File: src/verilog/crx_consts.svh
// Constants for the call, return and rotate execution block
`ifndef CRX_CONSTS_SVH
`define CRX_CONSTS_SVH
`define CRX_OP_RELATIVE_CALL_HI 5'h1B
`define CRX_OP_RESET 16'h00FF
`define CRX_OP_INTERRUPT_RETURN_HI 15'h0008
`define CRX_OP_RETURN_HI 15'h0009
`define CRX_OP_RETURN_WITH_LITERAL_HI 8'h0C
`define CRX_OP_ROTATE_LEFT_CARRY_HI 6'h0D
`define CRX_OP_ROTATE_LEFT_PLAIN_HI 6'h11
`define CRX_OP_ROTATE_RIGHT_CARRY_HI 6'h0C
`define CRX_PC_STEP 21'h000002
`define CRX_ILO_LIMIT 8'h5F
`define CRX_BIT_C 0
`define CRX_BIT_Z 2
`define CRX_BIT_N 4
`define CRX_Q1 2'h0
`define CRX_Q2 2'h1
`define CRX_Q4 2'h3
`define CRX_CTX_MAIN 2'h0
`define CRX_CTX_LOW 2'h1
`define CRX_CTX_HIGH 2'h2
`define CRX_CTX_IDLE 2'h3
`endif

File: src/verilog/crx_pkg.sv
// Types shared by the call, return and rotate execution block
package crx_pkg;
    typedef enum logic [3:0]
    {
        CRX_FETCH = 4'h1,
        CRX_EXEC = 4'h2,
        CRX_IDLE2 = 4'h4,
        CRX_RESET = 4'h8
    } crx_state_t;
    typedef struct packed
    {
        logic [7:0] acc;
        logic [7:0] flags;
        logic [7:0] bank;
        logic [15:0] ptr0;
        logic [15:0] ptr1;
        logic [15:0] ptr2;
        logic [7:0] prodLow;
        logic [7:0] prodHigh;
        logic [7:0] latchHigh;
        logic [7:0] latchUpper;
    } crx_ctx_t;
endpackage : crx_pkg

File: src/verilog/crx_shadow_if.sv
// Interface carrying the shadow sets between core and shadow store
`timescale 1ns/1ps
interface crx_shadow_if;
    import crx_pkg::*;
    logic saveEn;
    logic saveSel;
    crx_ctx_t saveData;
    logic readSel;
    crx_ctx_t readData;
    modport core (output saveEn, output saveSel, output saveData, output readSel, input readData);
    modport store (input saveEn, input saveSel, input saveData, input readSel, output readData);
endinterface : crx_shadow_if

File: src/verilog/crx_exec_unit.sv
// Execution of call, reset, return and rotate instructions
`timescale 1ns/1ps
`include "crx_consts.svh"
module crx_exec_unit
    import crx_pkg::*;
#(
    parameter int PC_W = 21
)
(
    // Clock and reset
    input wire logic clk_sys,
    input wire logic sys_rst,
    // Instruction
    input wire logic instrValid,
    input wire logic [15:0] instrWord,
    input wire logic [PC_W-1:0] instrAddr,
    input wire logic extSetEn,
    // Return stack
    input wire logic [PC_W-1:0] stackTop,
    output logic stackPush,
    output logic stackPop,
    output logic [PC_W-1:0] stackPushData,
    // Program counter
    output logic pcLoad,
    output logic [PC_W-1:0] pcValue,
    // Register file
    output logic [11:0] fileAddr,
    output logic fileRead,
    input wire logic [7:0] fileReadData,
    output logic fileWrite,
    output logic [7:0] fileWriteData,
    // Core registers
    output logic [7:0] accOut,
    output logic [7:0] flagsOut,
    output logic [7:0] bankOut,
    output logic [15:0] ptr0Out,
    output logic [15:0] ptr1Out,
    output logic [15:0] ptr2Out,
    output logic [15:0] productOut,
    output logic [7:0] latchHighOut,
    output logic [7:0] latchUpperOut,
    // Call save registers and shadow capture
    input wire logic [7:0] callSaveAcc,
    input wire logic [7:0] callSaveFlags,
    input wire logic [7:0] callSaveBank,
    input wire logic shadowSave,
    // Interrupt controller
    input wire logic intHighActive,
    output logic [1:0] ctxLevel,
    output logic gieHighSet,
    output logic gieLowSet,
    output logic swResetReq,
    output logic busy
);
    crx_state_t stateFf, nxt_state;
    logic [1:0] qFf;
    logic [15:0] opFf;
    logic [PC_W-1:0] addrFf;
    crx_ctx_t ctxFf;
    logic [1:0] ctxLevelFf;
    logic stackPushFf, stackPopFf, pcLoadFf, fileReadFf, fileWriteFf;
    logic [PC_W-1:0] stackPushDataFf, pcValueFf;
    logic [11:0] fileAddrFf;
    logic [7:0] fileWriteDataFf;
    logic gieHighFf, gieLowFf, swResetFf;
    logic busyFf;
    crx_shadow_if shd();

    // ----------------------------------------
    // Decode
    // ----------------------------------------
    wire isRcall = (opFf[15:11] == `CRX_OP_RELATIVE_CALL_HI);
    wire isReset = (opFf == `CRX_OP_RESET);
    wire isRetfie = (opFf[15:1] == `CRX_OP_INTERRUPT_RETURN_HI);
    wire isReturn = (opFf[15:1] == `CRX_OP_RETURN_HI);
    wire isRetlw = (opFf[15:8] == `CRX_OP_RETURN_WITH_LITERAL_HI);
    wire isRlcf = (opFf[15:10] == `CRX_OP_ROTATE_LEFT_CARRY_HI);
    wire isRlncf = (opFf[15:10] == `CRX_OP_ROTATE_LEFT_PLAIN_HI);
    wire isRrcf = (opFf[15:10] == `CRX_OP_ROTATE_RIGHT_CARRY_HI);
    wire isRotate = isRlcf | isRlncf | isRrcf;
    wire restoreBit = opFf[0];
    wire destFile = opFf[9];
    wire accessBanked = opFf[8];
    wire [7:0] fOperand = opFf[7:0];
    wire isTwoCycle = isRcall | isRetfie | isReturn | isRetlw;
    wire [1:0] rotKind = isRlcf ? 2'h0 : (isRlncf ? 2'h1 : 2'h2);

    // Sign extended word offset doubled to a byte offset
    wire [PC_W-1:0] relOffset = {{(PC_W-12){opFf[10]}}, opFf[10:0], 1'b0};
    wire [PC_W-1:0] retAddr = addrFf + PC_W'(`CRX_PC_STEP);
    wire [PC_W-1:0] callTarget = retAddr + relOffset;

    // Banked, indexed or access bank addressing
    wire useIndexed = !accessBanked && extSetEn && (fOperand <= `CRX_ILO_LIMIT);
    wire [11:0] idxAddr = ctxFf.ptr2[11:0] + {4'h0, fOperand};
    wire [11:0] accessAddr = fOperand[7] ? {4'hF, fOperand} : {4'h0, fOperand};
    wire [11:0] rotAddr = useIndexed ? idxAddr : (accessBanked ? {ctxFf.bank[3:0], fOperand} : accessAddr);

    logic [7:0] rotRes;
    logic rotCarry, rotCarryUsed;
    crx_rotator u_rot
    (
        .src(fileReadData),
        .carryIn(ctxFf.flags[`CRX_BIT_C]),
        .kind(rotKind),
        .res(rotRes),
        .carryOut(rotCarry),
        .carryUsed(rotCarryUsed)
    );

    // Shadow set follows the context the core runs in
    wire shadowSel = (ctxLevelFf == `CRX_CTX_LOW);
    assign shd.readSel = shadowSel;
    assign shd.saveEn = shadowSave;
    assign shd.saveSel = intHighActive ? 1'b0 : 1'b1;
    assign shd.saveData = ctxFf;
    crx_shadow_store u_shadow
    (
        .clk_sys(clk_sys),
        .sys_rst(sys_rst),
        .shd(shd)
    );

    // ----------------------------------------
    // Sequencer
    // ----------------------------------------
    wire lastQ = (qFf == `CRX_Q4);
    always_comb
    begin
        nxt_state = stateFf;
        unique case (stateFf)
            CRX_FETCH: if (instrValid) nxt_state = CRX_EXEC;
            CRX_EXEC:
                if (isReset && qFf == `CRX_Q1)
                    nxt_state = CRX_RESET;
                else if (lastQ)
                    nxt_state = isTwoCycle ? CRX_IDLE2 : CRX_FETCH;
            CRX_IDLE2: if (lastQ) nxt_state = CRX_FETCH;
            CRX_RESET: nxt_state = CRX_FETCH;
        endcase
    end

    wire inExec = (stateFf == CRX_EXEC);
    wire execQ4 = inExec && lastQ;
    wire rotQ2 = inExec && isRotate && (qFf == `CRX_Q2);
    wire rotQ4 = execQ4 && isRotate;
    wire [7:0] newFlagsRot = {ctxFf.flags[7:5], rotRes[7], ctxFf.flags[3], (rotRes == 8'h00),
                              ctxFf.flags[1], rotCarryUsed ? rotCarry : ctxFf.flags[`CRX_BIT_C]};

    always_ff @(posedge clk_sys or posedge sys_rst)
    begin
        if (sys_rst)
        begin
            stateFf <= CRX_FETCH;
            qFf <= `CRX_Q1;
            opFf <= 16'h0000;
            addrFf <= '0;
            busyFf <= 1'b0;
        end
        else if (stateFf == CRX_RESET)
        begin
            stateFf <= nxt_state;
            qFf <= `CRX_Q1;
            opFf <= 16'h0000;
            busyFf <= 1'b0;
        end
        else
        begin
            stateFf <= nxt_state;
            busyFf <= (nxt_state != CRX_FETCH);
            qFf <= (stateFf == CRX_FETCH) ? `CRX_Q1 : qFf + 2'h1;
            if (stateFf == CRX_FETCH && instrValid)
            begin
                opFf <= instrWord;
                addrFf <= instrAddr;
            end
        end
    end

    // ----------------------------------------
    // Architectural registers
    // ----------------------------------------
    always_ff @(posedge clk_sys or posedge sys_rst)
    begin
        if (sys_rst)
        begin
            ctxFf <= '0;
            ctxLevelFf <= `CRX_CTX_MAIN;
        end
        else if (stateFf == CRX_RESET)
        begin
            ctxFf <= '0;
            ctxLevelFf <= `CRX_CTX_MAIN;
        end
        else if (execQ4)
        begin
            if (isRetfie)
            begin
                ctxLevelFf <= shadowSel ? `CRX_CTX_MAIN : `CRX_CTX_LOW;
                if (restoreBit)
                    ctxFf <= shd.readData;
            end
            if (isRetlw)
                ctxFf.acc <= opFf[7:0];
            if (isReturn && restoreBit)
            begin
                ctxFf.acc <= callSaveAcc;
                ctxFf.flags <= callSaveFlags;
                ctxFf.bank <= callSaveBank;
            end
            if (isRotate)
            begin
                ctxFf.flags <= newFlagsRot;
                if (!destFile)
                    ctxFf.acc <= rotRes;
            end
        end
        else if (shadowSave)
            ctxLevelFf <= intHighActive ? `CRX_CTX_HIGH : `CRX_CTX_LOW;
    end

    // ----------------------------------------
    // Pulsed outputs
    // ----------------------------------------
    always_ff @(posedge clk_sys or posedge sys_rst)
    begin
        if (sys_rst)
        begin
            stackPushFf <= 1'b0;
            stackPopFf <= 1'b0;
            stackPushDataFf <= '0;
            pcLoadFf <= 1'b0;
            pcValueFf <= '0;
            fileReadFf <= 1'b0;
            fileWriteFf <= 1'b0;
            fileAddrFf <= 12'h000;
            fileWriteDataFf <= 8'h00;
            gieHighFf <= 1'b0;
            gieLowFf <= 1'b0;
            swResetFf <= 1'b0;
        end
        else
        begin
            stackPushFf <= execQ4 && isRcall;
            stackPushDataFf <= retAddr;
            stackPopFf <= execQ4 && (isRetfie || isReturn || isRetlw);
            pcLoadFf <= execQ4 && (isRcall || isRetfie || isReturn || isRetlw);
            pcValueFf <= isRcall ? callTarget : stackTop;
            fileReadFf <= rotQ2;
            fileWriteFf <= rotQ4 && destFile;
            fileAddrFf <= rotAddr;
            fileWriteDataFf <= rotRes;
            gieHighFf <= execQ4 && isRetfie && !shadowSel;
            gieLowFf <= execQ4 && isRetfie && shadowSel;
            swResetFf <= (stateFf == CRX_RESET);
        end
    end

    assign stackPush = stackPushFf;
    assign stackPop = stackPopFf;
    assign stackPushData = stackPushDataFf;
    assign pcLoad = pcLoadFf;
    assign pcValue = pcValueFf;
    assign fileRead = fileReadFf;
    assign fileWrite = fileWriteFf;
    assign fileAddr = fileAddrFf;
    assign fileWriteData = fileWriteDataFf;
    assign accOut = ctxFf.acc;
    assign flagsOut = ctxFf.flags;
    assign bankOut = ctxFf.bank;
    assign ptr0Out = ctxFf.ptr0;
    assign ptr1Out = ctxFf.ptr1;
    assign ptr2Out = ctxFf.ptr2;
    assign productOut = {ctxFf.prodHigh, ctxFf.prodLow};
    assign latchHighOut = ctxFf.latchHigh;
    assign latchUpperOut = ctxFf.latchUpper;
    assign ctxLevel = ctxLevelFf;
    assign gieHighSet = gieHighFf;
    assign gieLowSet = gieLowFf;
    assign swResetReq = swResetFf;
    assign busy = busyFf;

    // ----------------------------------------
    // Checks
    // ----------------------------------------
    chk_call_push_jump: assert property (@(posedge clk_sys) disable iff (sys_rst)
        (execQ4 && isRcall) |=> (stackPush && pcLoad && pcValue == $past(callTarget)))
        else $error("relative call push or jump wrong");
    chk_call_idle: assert property (@(posedge clk_sys) disable iff (sys_rst)
        (execQ4 && isRcall) |=> (stateFf == CRX_IDLE2)[*4])
        else $error("relative call second cycle not idle");
    chk_reset_q2: assert property (@(posedge clk_sys) disable iff (sys_rst)
        (inExec && isReset && qFf == `CRX_Q1) |=> ##1 swResetReq)
        else $error("software reset not started");
    chk_interrupt_return_pop: assert property (@(posedge clk_sys) disable iff (sys_rst)
        (execQ4 && isRetfie) |=> (stackPop && pcLoad && (gieHighSet || gieLowSet)))
        else $error("interrupt return pop or enable missing");
    chk_interrupt_return_keep: assert property (@(posedge clk_sys) disable iff (sys_rst)
        (execQ4 && isRetfie && !restoreBit) |=> (ctxFf == $past(ctxFf)))
        else $error("registers changed without restore");
    chk_return_with_literal_acc: assert property (@(posedge clk_sys) disable iff (sys_rst)
        (execQ4 && isRetlw) |=> (accOut == $past(opFf[7:0]) && latchHighOut == $past(latchHighOut)))
        else $error("literal return accumulator wrong");
    chk_return_save: assert property (@(posedge clk_sys) disable iff (sys_rst)
        (execQ4 && isReturn && restoreBit) |=> (accOut == $past(callSaveAcc) && bankOut == $past(callSaveBank)))
        else $error("call save not restored");
    chk_rlnc_carry: assert property (@(posedge clk_sys) disable iff (sys_rst)
        (execQ4 && isRlncf) |=> (flagsOut[`CRX_BIT_C] == $past(flagsOut[`CRX_BIT_C])))
        else $error("plain rotate touched carry");
    chk_rot_dest: assert property (@(posedge clk_sys) disable iff (sys_rst)
        (rotQ4 && destFile) |=> (fileWrite && fileWriteData == $past(rotRes)))
        else $error("rotate register write missing");
    chk_rot_one_cycle: assert property (@(posedge clk_sys) disable iff (sys_rst)
        (execQ4 && isRotate) |=> (stateFf == CRX_FETCH))
        else $error("rotate took more than one cycle");
    chk_rot_read_q2: assert property (@(posedge clk_sys) disable iff (sys_rst)
        rotQ2 |=> (fileRead && fileAddr == $past(rotAddr)))
        else $error("rotate operand read missing");
    chk_reset_clears: assert property (@(posedge clk_sys) disable iff (sys_rst)
        (stateFf == CRX_RESET) |=> (accOut == 8'h00 && flagsOut == 8'h00 && ctxLevel == `CRX_CTX_MAIN))
        else $error("software reset left state");
    chk_interrupt_return_gie_one: assert property (@(posedge clk_sys) disable iff (sys_rst)
        (execQ4 && isRetfie) |=> !(gieHighSet && gieLowSet))
        else $error("both priority enables set");
    chk_interrupt_return_level: assert property (@(posedge clk_sys) disable iff (sys_rst)
        (execQ4 && isRetfie) |=> (ctxLevel != $past(ctxLevel)))
        else $error("context level not updated");
endmodule : crx_exec_unit

File: src/verilog/crx_rotator.sv
// Rotate unit for the three byte rotates
`timescale 1ns/1ps
module crx_rotator
(
    // Operand
    input wire logic [7:0] src,
    input wire logic carryIn,
    input wire logic [1:0] kind,
    // Result
    output logic [7:0] res,
    output logic carryOut,
    output logic carryUsed
);
    // kind 0: left through carry, 1: left plain, 2: right through carry
    assign res = (kind == 2'h0) ? {src[6:0], carryIn} :
                 (kind == 2'h1) ? {src[6:0], src[7]} : {carryIn, src[7:1]};
    assign carryOut = (kind == 2'h2) ? src[0] : src[7];
    assign carryUsed = (kind != 2'h1);
endmodule : crx_rotator

File: src/verilog/crx_shadow_store.sv
// Two shadow context sets: high and low
`timescale 1ns/1ps
module crx_shadow_store
    import crx_pkg::*;
(
    // Clock and reset
    input wire logic clk_sys,
    input wire logic sys_rst,
    // Shadow access
    crx_shadow_if.store shd
);
    crx_ctx_t setFf [2];
    crx_ctx_t readFf;

    // Store one set per interrupt context (high and low), read registered
    always_ff @(posedge clk_sys or posedge sys_rst)
    begin
        if (sys_rst)
        begin
            setFf[0] <= '0;
            setFf[1] <= '0;
            readFf <= '0;
        end
        else
        begin
            if (shd.saveEn)
                setFf[shd.saveSel] <= shd.saveData;
            readFf <= setFf[shd.readSel];
        end
    end

    assign shd.readData = readFf;
endmodule : crx_shadow_store
File: config.mk
export PLATFORM = sky130hd
export DESIGN_NAME = crx_exec_unit
export DESIGN_NICKNAME = d
export VERILOG_FILES = /design/src/verilog/crx_pkg.sv /design/src/verilog/crx_shadow_if.sv /design/src/verilog/crx_exec_unit.sv /design/src/verilog/crx_rotator.sv /design/src/verilog/crx_shadow_store.sv
export VERILOG_INCLUDE_DIRS = /design/src /design/src/verilog
export SDC_FILE = /design/constraint.sdc
export NUM_CORES = 1
export LEC_CHECK = 0
export ABC_CLOCK_PERIOD_IN_PS = 14450
export BUFFER_PORTS_ARGS = -buffer_cell sky130_fd_sc_hd__buf_4
export CAP_MARGIN = 20
export CORE_ASPECT_RATIO = 1.4
export CORE_MARGIN = 4
export CORE_UTILIZATION = 25
export CTS_CLUSTER_SIZE = 40
export DETAILED_ROUTE_END_ITERATION = 16
export GPL_TIMING_DRIVEN = 0
export MAX_ROUTING_LAYER = met4
export PLACE_DENSITY = 0.38
export SLEW_MARGIN = 20
export SYNTH_ARGS = -nofsm -noshare
export SYNTH_HDL_FRONTEND = slang
export SYNTH_HIERARCHICAL = 1
export SYNTH_SLANG_ARGS = --single-unit
File: constraint.sdc
create_clock -name clk_sys -period 14.45 [get_ports clk_sys]
set_input_delay 0.7225 -clock clk_sys [delete_from_list [all_inputs] [get_ports clk_sys]]
set_output_delay 0.7225 -clock clk_sys [all_outputs]
set_load 0.1 [all_outputs]
==> flow_summary_export.csv, run 1 <==
group,metric,value,unit
drt,detail-route-antenna-nets,0,
sta,fin_crit_sh,30.5,%
die,die-area,94500,sq um
die,core,88600,sq um
synth,yosysUniqueCellTypes,67,
synth,synth.net_count,1858,
layout,num-nets-final,2195,
drt,totalWireLength,70.7,mm
layout,fin_cells,3288,
place,dp_cells,3180,
setup_path,startpoint_type,"register",
global_routing,grt_max_degree,101,
sta,setup_tns,0,ns
synth,syn_area_per_cell,13.0,sq um
die,initial_utilization,25.3,%
cts,cts_setup_buffers,0,
outcome,outcome,"finished, final reports clean",
cts,htreeDepth,2,
setup_path,crit_chain,"and3_1, and2_1, nand4_1, xnor2_1, ha_1, a2111oi_0, o21ai_0, a2111oi_1, a31oi_1, a21oi_1, xor2_1, o21ai_0",
synth,ys.flop_type,"dfrtp_1",
cts,cts_sinks,532,
global_routing,grt_pass1_wl,105,mm
synth,async_reset_ff_share,100,%
setup_path,cp_slowest_cell,"a2111oi_1",
synth,syn_area,22400,sq um
setup_path,cp.arrival,4.91,ns
global_routing,grt_usage,15.2,%
setup_path,path_class,"reg -> reg",
cts,cts_resized,0,
sta,max_freq,227,MHz
die,rows,129,
sta,postLayoutSetupSlackWorst,10.04,ns
setup_path,path_delay_family,"compound AO/OA/AOI/OAI gates",
cts,cts_buffer_depth,3,
place,dp_hpwl,49.7,mm
drt,first_pass_iters,4,
power_and_ir_drop,max-vdd-ir-drop,93.5,uV
sta,final_hold_viol_count,0,
drt,vias,14600,
sta,period_minus_slack,4.41,ns
layout,nFillCells,8908,
sta,rsz0062_at_grt,"false",
cts,clk_pin_slew,0.06,ns
cts,cts_buffers,58,
global_routing,grt_pass1_vias,15800,
layout,finish.instance_area,28100,sq um
hold_path,hp-class,"in -> async",
synth,yosysWarnings,6,
synth,synth_edf_count,0,
setup_path,cp_num_buf_inv,0,
sta,setup_viol,0,
cts,cts_tree,"built",
sta,slew_viol_final,0,
sta,hold_ws,0.138,ns
setup_path,path_common_cell,"o21ai_0",
place,place_congestion,0.783,
layout,final_util,31.7,%
sta,tightest_slew,0.989,ns
place,io_buffers,272,
die,die_y,362,microns
die,top_level_ports,273,
cts,cts_hold_buf,0,
cts,clk_latency,0.64,ns
layout,layout-drive-gt1-share,37.2,%
drt,drt_iter0_markers,605,
power_and_ir_drop,power,5.16,mW
power_and_ir_drop,p_per_area,183,nW/um^2
synth,synthCells,1724,
drt,vias_per_cell,4.45,
synth,synth_top_area_cell,"dfrtp_1",
synth,synth_area_leaders,"dfrtp_1 (59%), mux2_2 (14%), mux2_4 (4.6%)",
die,die_x,261,microns
synth,ys_seq_area_share,59.5,%
cts,clockRootBuffer,"clkbuf_16",
place,dp_slack,9.89,ns
layout,syn2layout_area_growth,25.6,%
global_routing,gr-total-overflow,0,
power_and_ir_drop,p_leak,13.6,nW
drt,post_drt_wl_per_cell,21.5,microns
setup_path,critPathMaxStageDelay,0.80,ns
drt,drcViolationCount,0,
synth,synth_top_area_share,59.3,%
setup_path,worstPathRequired,14.96,ns
sta,relSlewSlack,33.1,%
setup_path,endpoint_kind,"register",
job,cap_violations,0,
place,dpl_cell_area,26100,sq um
global_routing,antenna_found_initial,2,
sta,finClkSkew,0.0243,ns
setup_path,critPathMaxFanout,6,
synth,ys_ff_latch,532,
==> synthesized netlist by cell type, types with 29 or more instances <==
cell / count
dfrtp_1: 531
mux2_2: 276
nand2_1: 212
nand3_1: 106
mux2_4: 68
o21ai_0: 62
a21oi_1: 46
nor2_1: 37
ha_1: 36
clkbuf_1: 32
buf_2: 29
xnor2_1: 29
==> registers in the layout, summed over array words and instances, names as in the netlist, 12 cells and up <==
register,cells
fileAddr,12
ptr2Out,16
ptr1Out,16
pcValue,21
u_shadow/setFf,208
ptr0Out,16
addrFf,21
opFf,16
u_shadow/shd.readData,104
stackPushData,21
productOut,16
==> placed cells by master (no fill, tap or decap), types with 9 or more instances in the layout <==
cell,n
buf_1,9
clkbuf_16,58
clkinv_2,14
a21oi_1,46
clkbuf_8,12
buf_4,278
a22o_1,18
nand3_1,106
nor2_1,37
buf_6,11
and3_1,9
mux2_4,68
o21ai_0,62
mux2_2,276
xor2_1,18
a21o_1,10
dfrtp_1,531
a22oi_1,14
clkbuf_1,39
inv_1,21
ha_1,36
buf_2,29
mux2i_1,9
xnor2_1,29
nor3_1,14
nand2_1,212
==> logic make-up (layout without fill, tap and decap cells) <==
group | count (synthesis) | count (layout) | share of synthesized area (%)
buffers and inverters | 118 | 502 | 2.92
adder cells (fa/ha/maj) | 38 | 38 | 2.19
flip-flops | 532 | 532 | 59.5
multiplexers | 353 | 353 | 18.8
XOR/XNOR | 47 | 47 | 1.84
AO/OA/AOI/OAI | 207 | 207 | 5.93
other | 0 | 1 | 0
AND/OR/NAND/NOR | 429 | 429 | 8.82
==> worst paths after layout <==
check	startpoint	end	slack (ns)	cells past startpoint
setup / recovery	addrFf[3]$_DFFE_PP0P_	pcValue[17]$_DFF_PP0_	10.04	12
hold / removal	sys_rst	u_shadow/shd.readData[57]$_DFF_PP0_	0.14	2
setup reg to reg	addrFf[3]$_DFFE_PP0P_	pcValue[17]$_DFF_PP0_	10.04	12
hold reg to reg	addrFf[0]$_DFFE_PP0P_	stackPushData[0]$_DFF_PP0_	0.40	0
max in group asynchronous	sys_rst	u_shadow/setFf[26]$_DFFE_PP0P_	13.13	4
min in group clk_sys	stackTop[14]	pcValue[14]$_DFF_PP0_	0.29	3
==> power breakdown <==
group | switching [mW] | total [mW] | leakage [nW] | internal, mW
logic | 1.18 | 1.71 | 5.69 | 0.529
registers | 0.175 | 1.86 | 6.88 | 1.69
clock network | 0.646 | 1.59 | 1.01 | 0.944
==> per-layer routing <==
metal,vias up,routed length (microns),GRT usage [%]
met1,7466,28800,17.8
met4,0,2210,4.82
met3,96,4840,4.34
li1,6736,-,-
met2,331,34800,25.3
met5,-,0,-
==> worst reg2reg max path, stage by stage, from the launching register on <==
cell	delay [ns]
dfrtp_1	0.45
and3_1	0.21
and2_1	0.16
nand4_1	0.37
xnor2_1	0.39
ha_1	0.35
a2111oi_0	0.39
o21ai_0	0.28
a2111oi_1	0.80
a31oi_1	0.25
a21oi_1	0.22
xor2_1	0.30
o21ai_0	0.12
==> final cells by class <==
cell class | count | area (sq um) | area share (%)
Antenna cell | 1 | 2.50 | 0.00890
Buffer | 94 | 564 | 2.01
Clock buffer | 78 | 1650 | 5.86
Clock inverter | 29 | 400 | 1.42
Inverter | 24 | 105 | 0.374
Multi-Input combinational cell | 1074 | 8430 | 30.0
Sequential cell | 532 | 13300 | 47.4
Tap cell | 1179 | 1480 | 5.25
Timing Repair Buffer | 277 | 2180 | 7.75
(Power assumes the default switching activity.)
==> inputs of run 2 (changes only) <==
ABC_CLOCK_PERIOD_IN_PS = 4019   (was 14450)
PLACE_DENSITY = 0.39   (was 0.38)
clock period = 4.02 ns   (was 14.45 ns; I/O delays follow)
==> flow_summary_export.csv, run 2 (synthesis gave the netlist of run 1 again) <==
group,metric,value,unit
outcome,outcome,"finished, final reports clean",
sta,slew_viol_final,0,
setup_path,endpoint_kind,"register",
hold_path,hp-class,"in -> reg",
layout,layout_common_cells,"dfrtp_1 (531), buf_4 (279), mux2_2 (276)",
sta,fin_crit_sh,93.3,%
drt,first_pass_iters,4,
power_and_ir_drop,p_per_area,646,nW/um^2
sta,final_hold_viol_count,0,
cts,clk_latency,0.66,ns
hold_path,hold_path_depth,4,
drt,detail-route-antenna-nets,0,
sta,finClkSkew,0.0485,ns
drt,drcViolationCount,0,
cts,clockRootBuffer,"clkbuf_16",
die,die_y,362,microns
layout,largest_reg_flops,208,
setup_path,path_class,"reg -> reg",
setup_path,worstRegToRegCells,12,
layout,fin_cells,3403,
place,dp_hpwl,51.1,mm
die,die_x,261,microns
drt,vias_per_cell,4.42,
die,initial_utilization,25.3,%
sta,setup_viol,0,
global_routing,grt_usage,15.4,%
setup_path,critPathMaxFanout,6,
setup_path,crit_chain,"and3_1, and2_1, nand4_1, xnor2_1, ha_1, a2111oi_0, o21ai_0, a2111oi_2, a31oi_1, a21oi_1, xor2_1, o21ai_0",
setup_path,r2r_slack,0.27,ns
global_routing,grt_pass1_vias,16400,
global_routing,gr-total-overflow,0,
sta,hold_ws,0.0419,ns
global_routing,grt_max_degree,34,
drt,drt_iter0_markers,587,
global_routing,grt_pass1_wl,107,mm
layout,top_register,"u_shadow/setFf",
drt,totalWireLength,71.3,mm
hold_path,worstHoldEndpoint,"accOut[1]$_DFFE_PP0N_",
power_and_ir_drop,max-vdd-ir-drop,344,uV
layout,nFillCells,8757,
place,io_buffers,272,
drt,post_drt_wl_per_cell,21.0,microns
place,dpl_cell_area,26300,sq um
cts,htreeDepth,2,
die,rows,129,
power_and_ir_drop,p_leak,14.2,nW
die,top_level_ports,273,
layout,finish.instance_area,29500,sq um
sta,relSlewSlack,45.5,%
place,place_congestion,0.794,
sta,tightest_slew,0.817,ns
setup_path,cp.arrival,4.24,ns
layout,final_common_cell,"dfrtp_1",
setup_path,r2r-end,"pcValue[17]$_DFF_PP0_",
setup_path,cp_num_buf_inv,0,
layout,num-nets-final,2305,
job,cap_violations,0,
cts,cts_tree,"built",
cts,cts_sinks,532,
setup_path,worstPathRequired,4.51,ns
cts,cts_buffer_depth,3,
drt,vias,15000,
cts,clk_pin_slew,0.07,ns
global_routing,antenna_found_initial,3,
setup_path,cp_slowest_cell,"a2111oi_2",
cts,cts_buffers,59,
setup_path,startpoint_type,"register",
sta,rsz0062_at_grt,"false",
layout,layout-drive-gt1-share,36.4,%
layout,final_util,33.3,%
die,core,88600,sq um
die,die-area,94500,sq um
setup_path,path_delay_family,"compound AO/OA/AOI/OAI gates",
hold_path,worstHoldStart,"fileReadData[2]",
setup_path,path_common_cell,"o21ai_0",
place,dp_cells,3194,
sta,period_minus_slack,3.75,ns
setup_path,rr_startpoint,"addrFf[3]$_DFFE_PP0P_",
layout,syn2layout_area_growth,31.8,%
sta,max_freq,267,MHz
setup_path,critPathMaxStageDelay,0.55,ns
## run 2: layer usage
layer / track usage, % / wire [microns] / up-vias
met1: 18.3 / 29400 / 7652
met5: - / 0 / -
li1: - / - / 6954
met4: 3.96 / 1710 / 0
met3: 3.86 / 4630 / 102
met2: 26.3 / 35600 / 332
## run 2: metrics by stage
step	setup WS, ns	total power [mW]	TNS [ns]
finish	0.269	19.1	0
global route	0.0478	20.0	0
CTS	0.162	19.4	0
detailed placement	-0.580	13.0	-1.69
global placement	-2.60	12.9	-1080.11
floorplan	-0.336	11.2	-104.80
## run 2: worst max-delay path by stage
| stage | startpoint | depth (start not counted) | slack, ns | endpoint |
|---|---|---|---|---|
| detailed placement | addrFf[3]$_DFFE_PP0P_ | 12 | -0.58 | pcValue[17]$_DFF_PP0_ |
| global placement | sys_rst | 2 | -2.60 | u_shadow/shd.readData[2]$_DFF_PP0_ |
| CTS | addrFf[3]$_DFFE_PP0P_ | 12 | 0.16 | pcValue[20]$_DFF_PP0_ |
| finish | addrFf[3]$_DFFE_PP0P_ | 12 | 0.27 | pcValue[17]$_DFF_PP0_ |
| global route | addrFf[3]$_DFFE_PP0P_ | 12 | 0.05 | pcValue[17]$_DFF_PP0_ |
| floorplan | sys_rst | 1 | -0.34 | u_shadow/setFf[0]$_DFFE_PP0P_ |
## run 2: worst min-delay path: cells and delay by family
family | cells | cell delay, ns
buf+inv | 1 | 0.09
compound gates | 2 | 0.18
mux | 1 | 0.15
## run 2: area by class of cell
type                    count  area (sq um)  area share, %
flip-flops and latches    532         13300           45.1
repair buffers            386          3390           11.5
clock inverters            34           554           1.88
diodes                      3          7.51         0.0254
multi-input cells        1074          8440           28.6
plain buffers              94           564           1.91
inverters                  24          97.6          0.331
well taps                1179          1480           5.00
clock buffers              77          1660           5.64
## run 2: repair_timing
| action | in CTS | in global routing |
|---|---|---|
| setup buffers | 1 | 0 |
| hold buffers | 94 | 0 |
| hold endpoints to repair | 220 | 0 |
| setup endpoints to repair | 4 | 1 |
| gates resized for setup | 2 | 1 |
| gates cloned | 0 | 0 |
| pin swaps | 1 | 0 |
## run 2: where the power goes
| group | leakage (nW) | switching, mW | total (mW) | internal [mW] |
|---|---|---|---|---|
| Combinational | 6.21 | 4.25 | 6.25 | 1.99 |
| Sequential | 6.88 | 0.623 | 6.68 | 6.06 |
| Clock | 1.09 | 2.43 | 6.14 | 3.71 |
| Total | 14.2 | 7.31 | 19.1 | 11.8 |
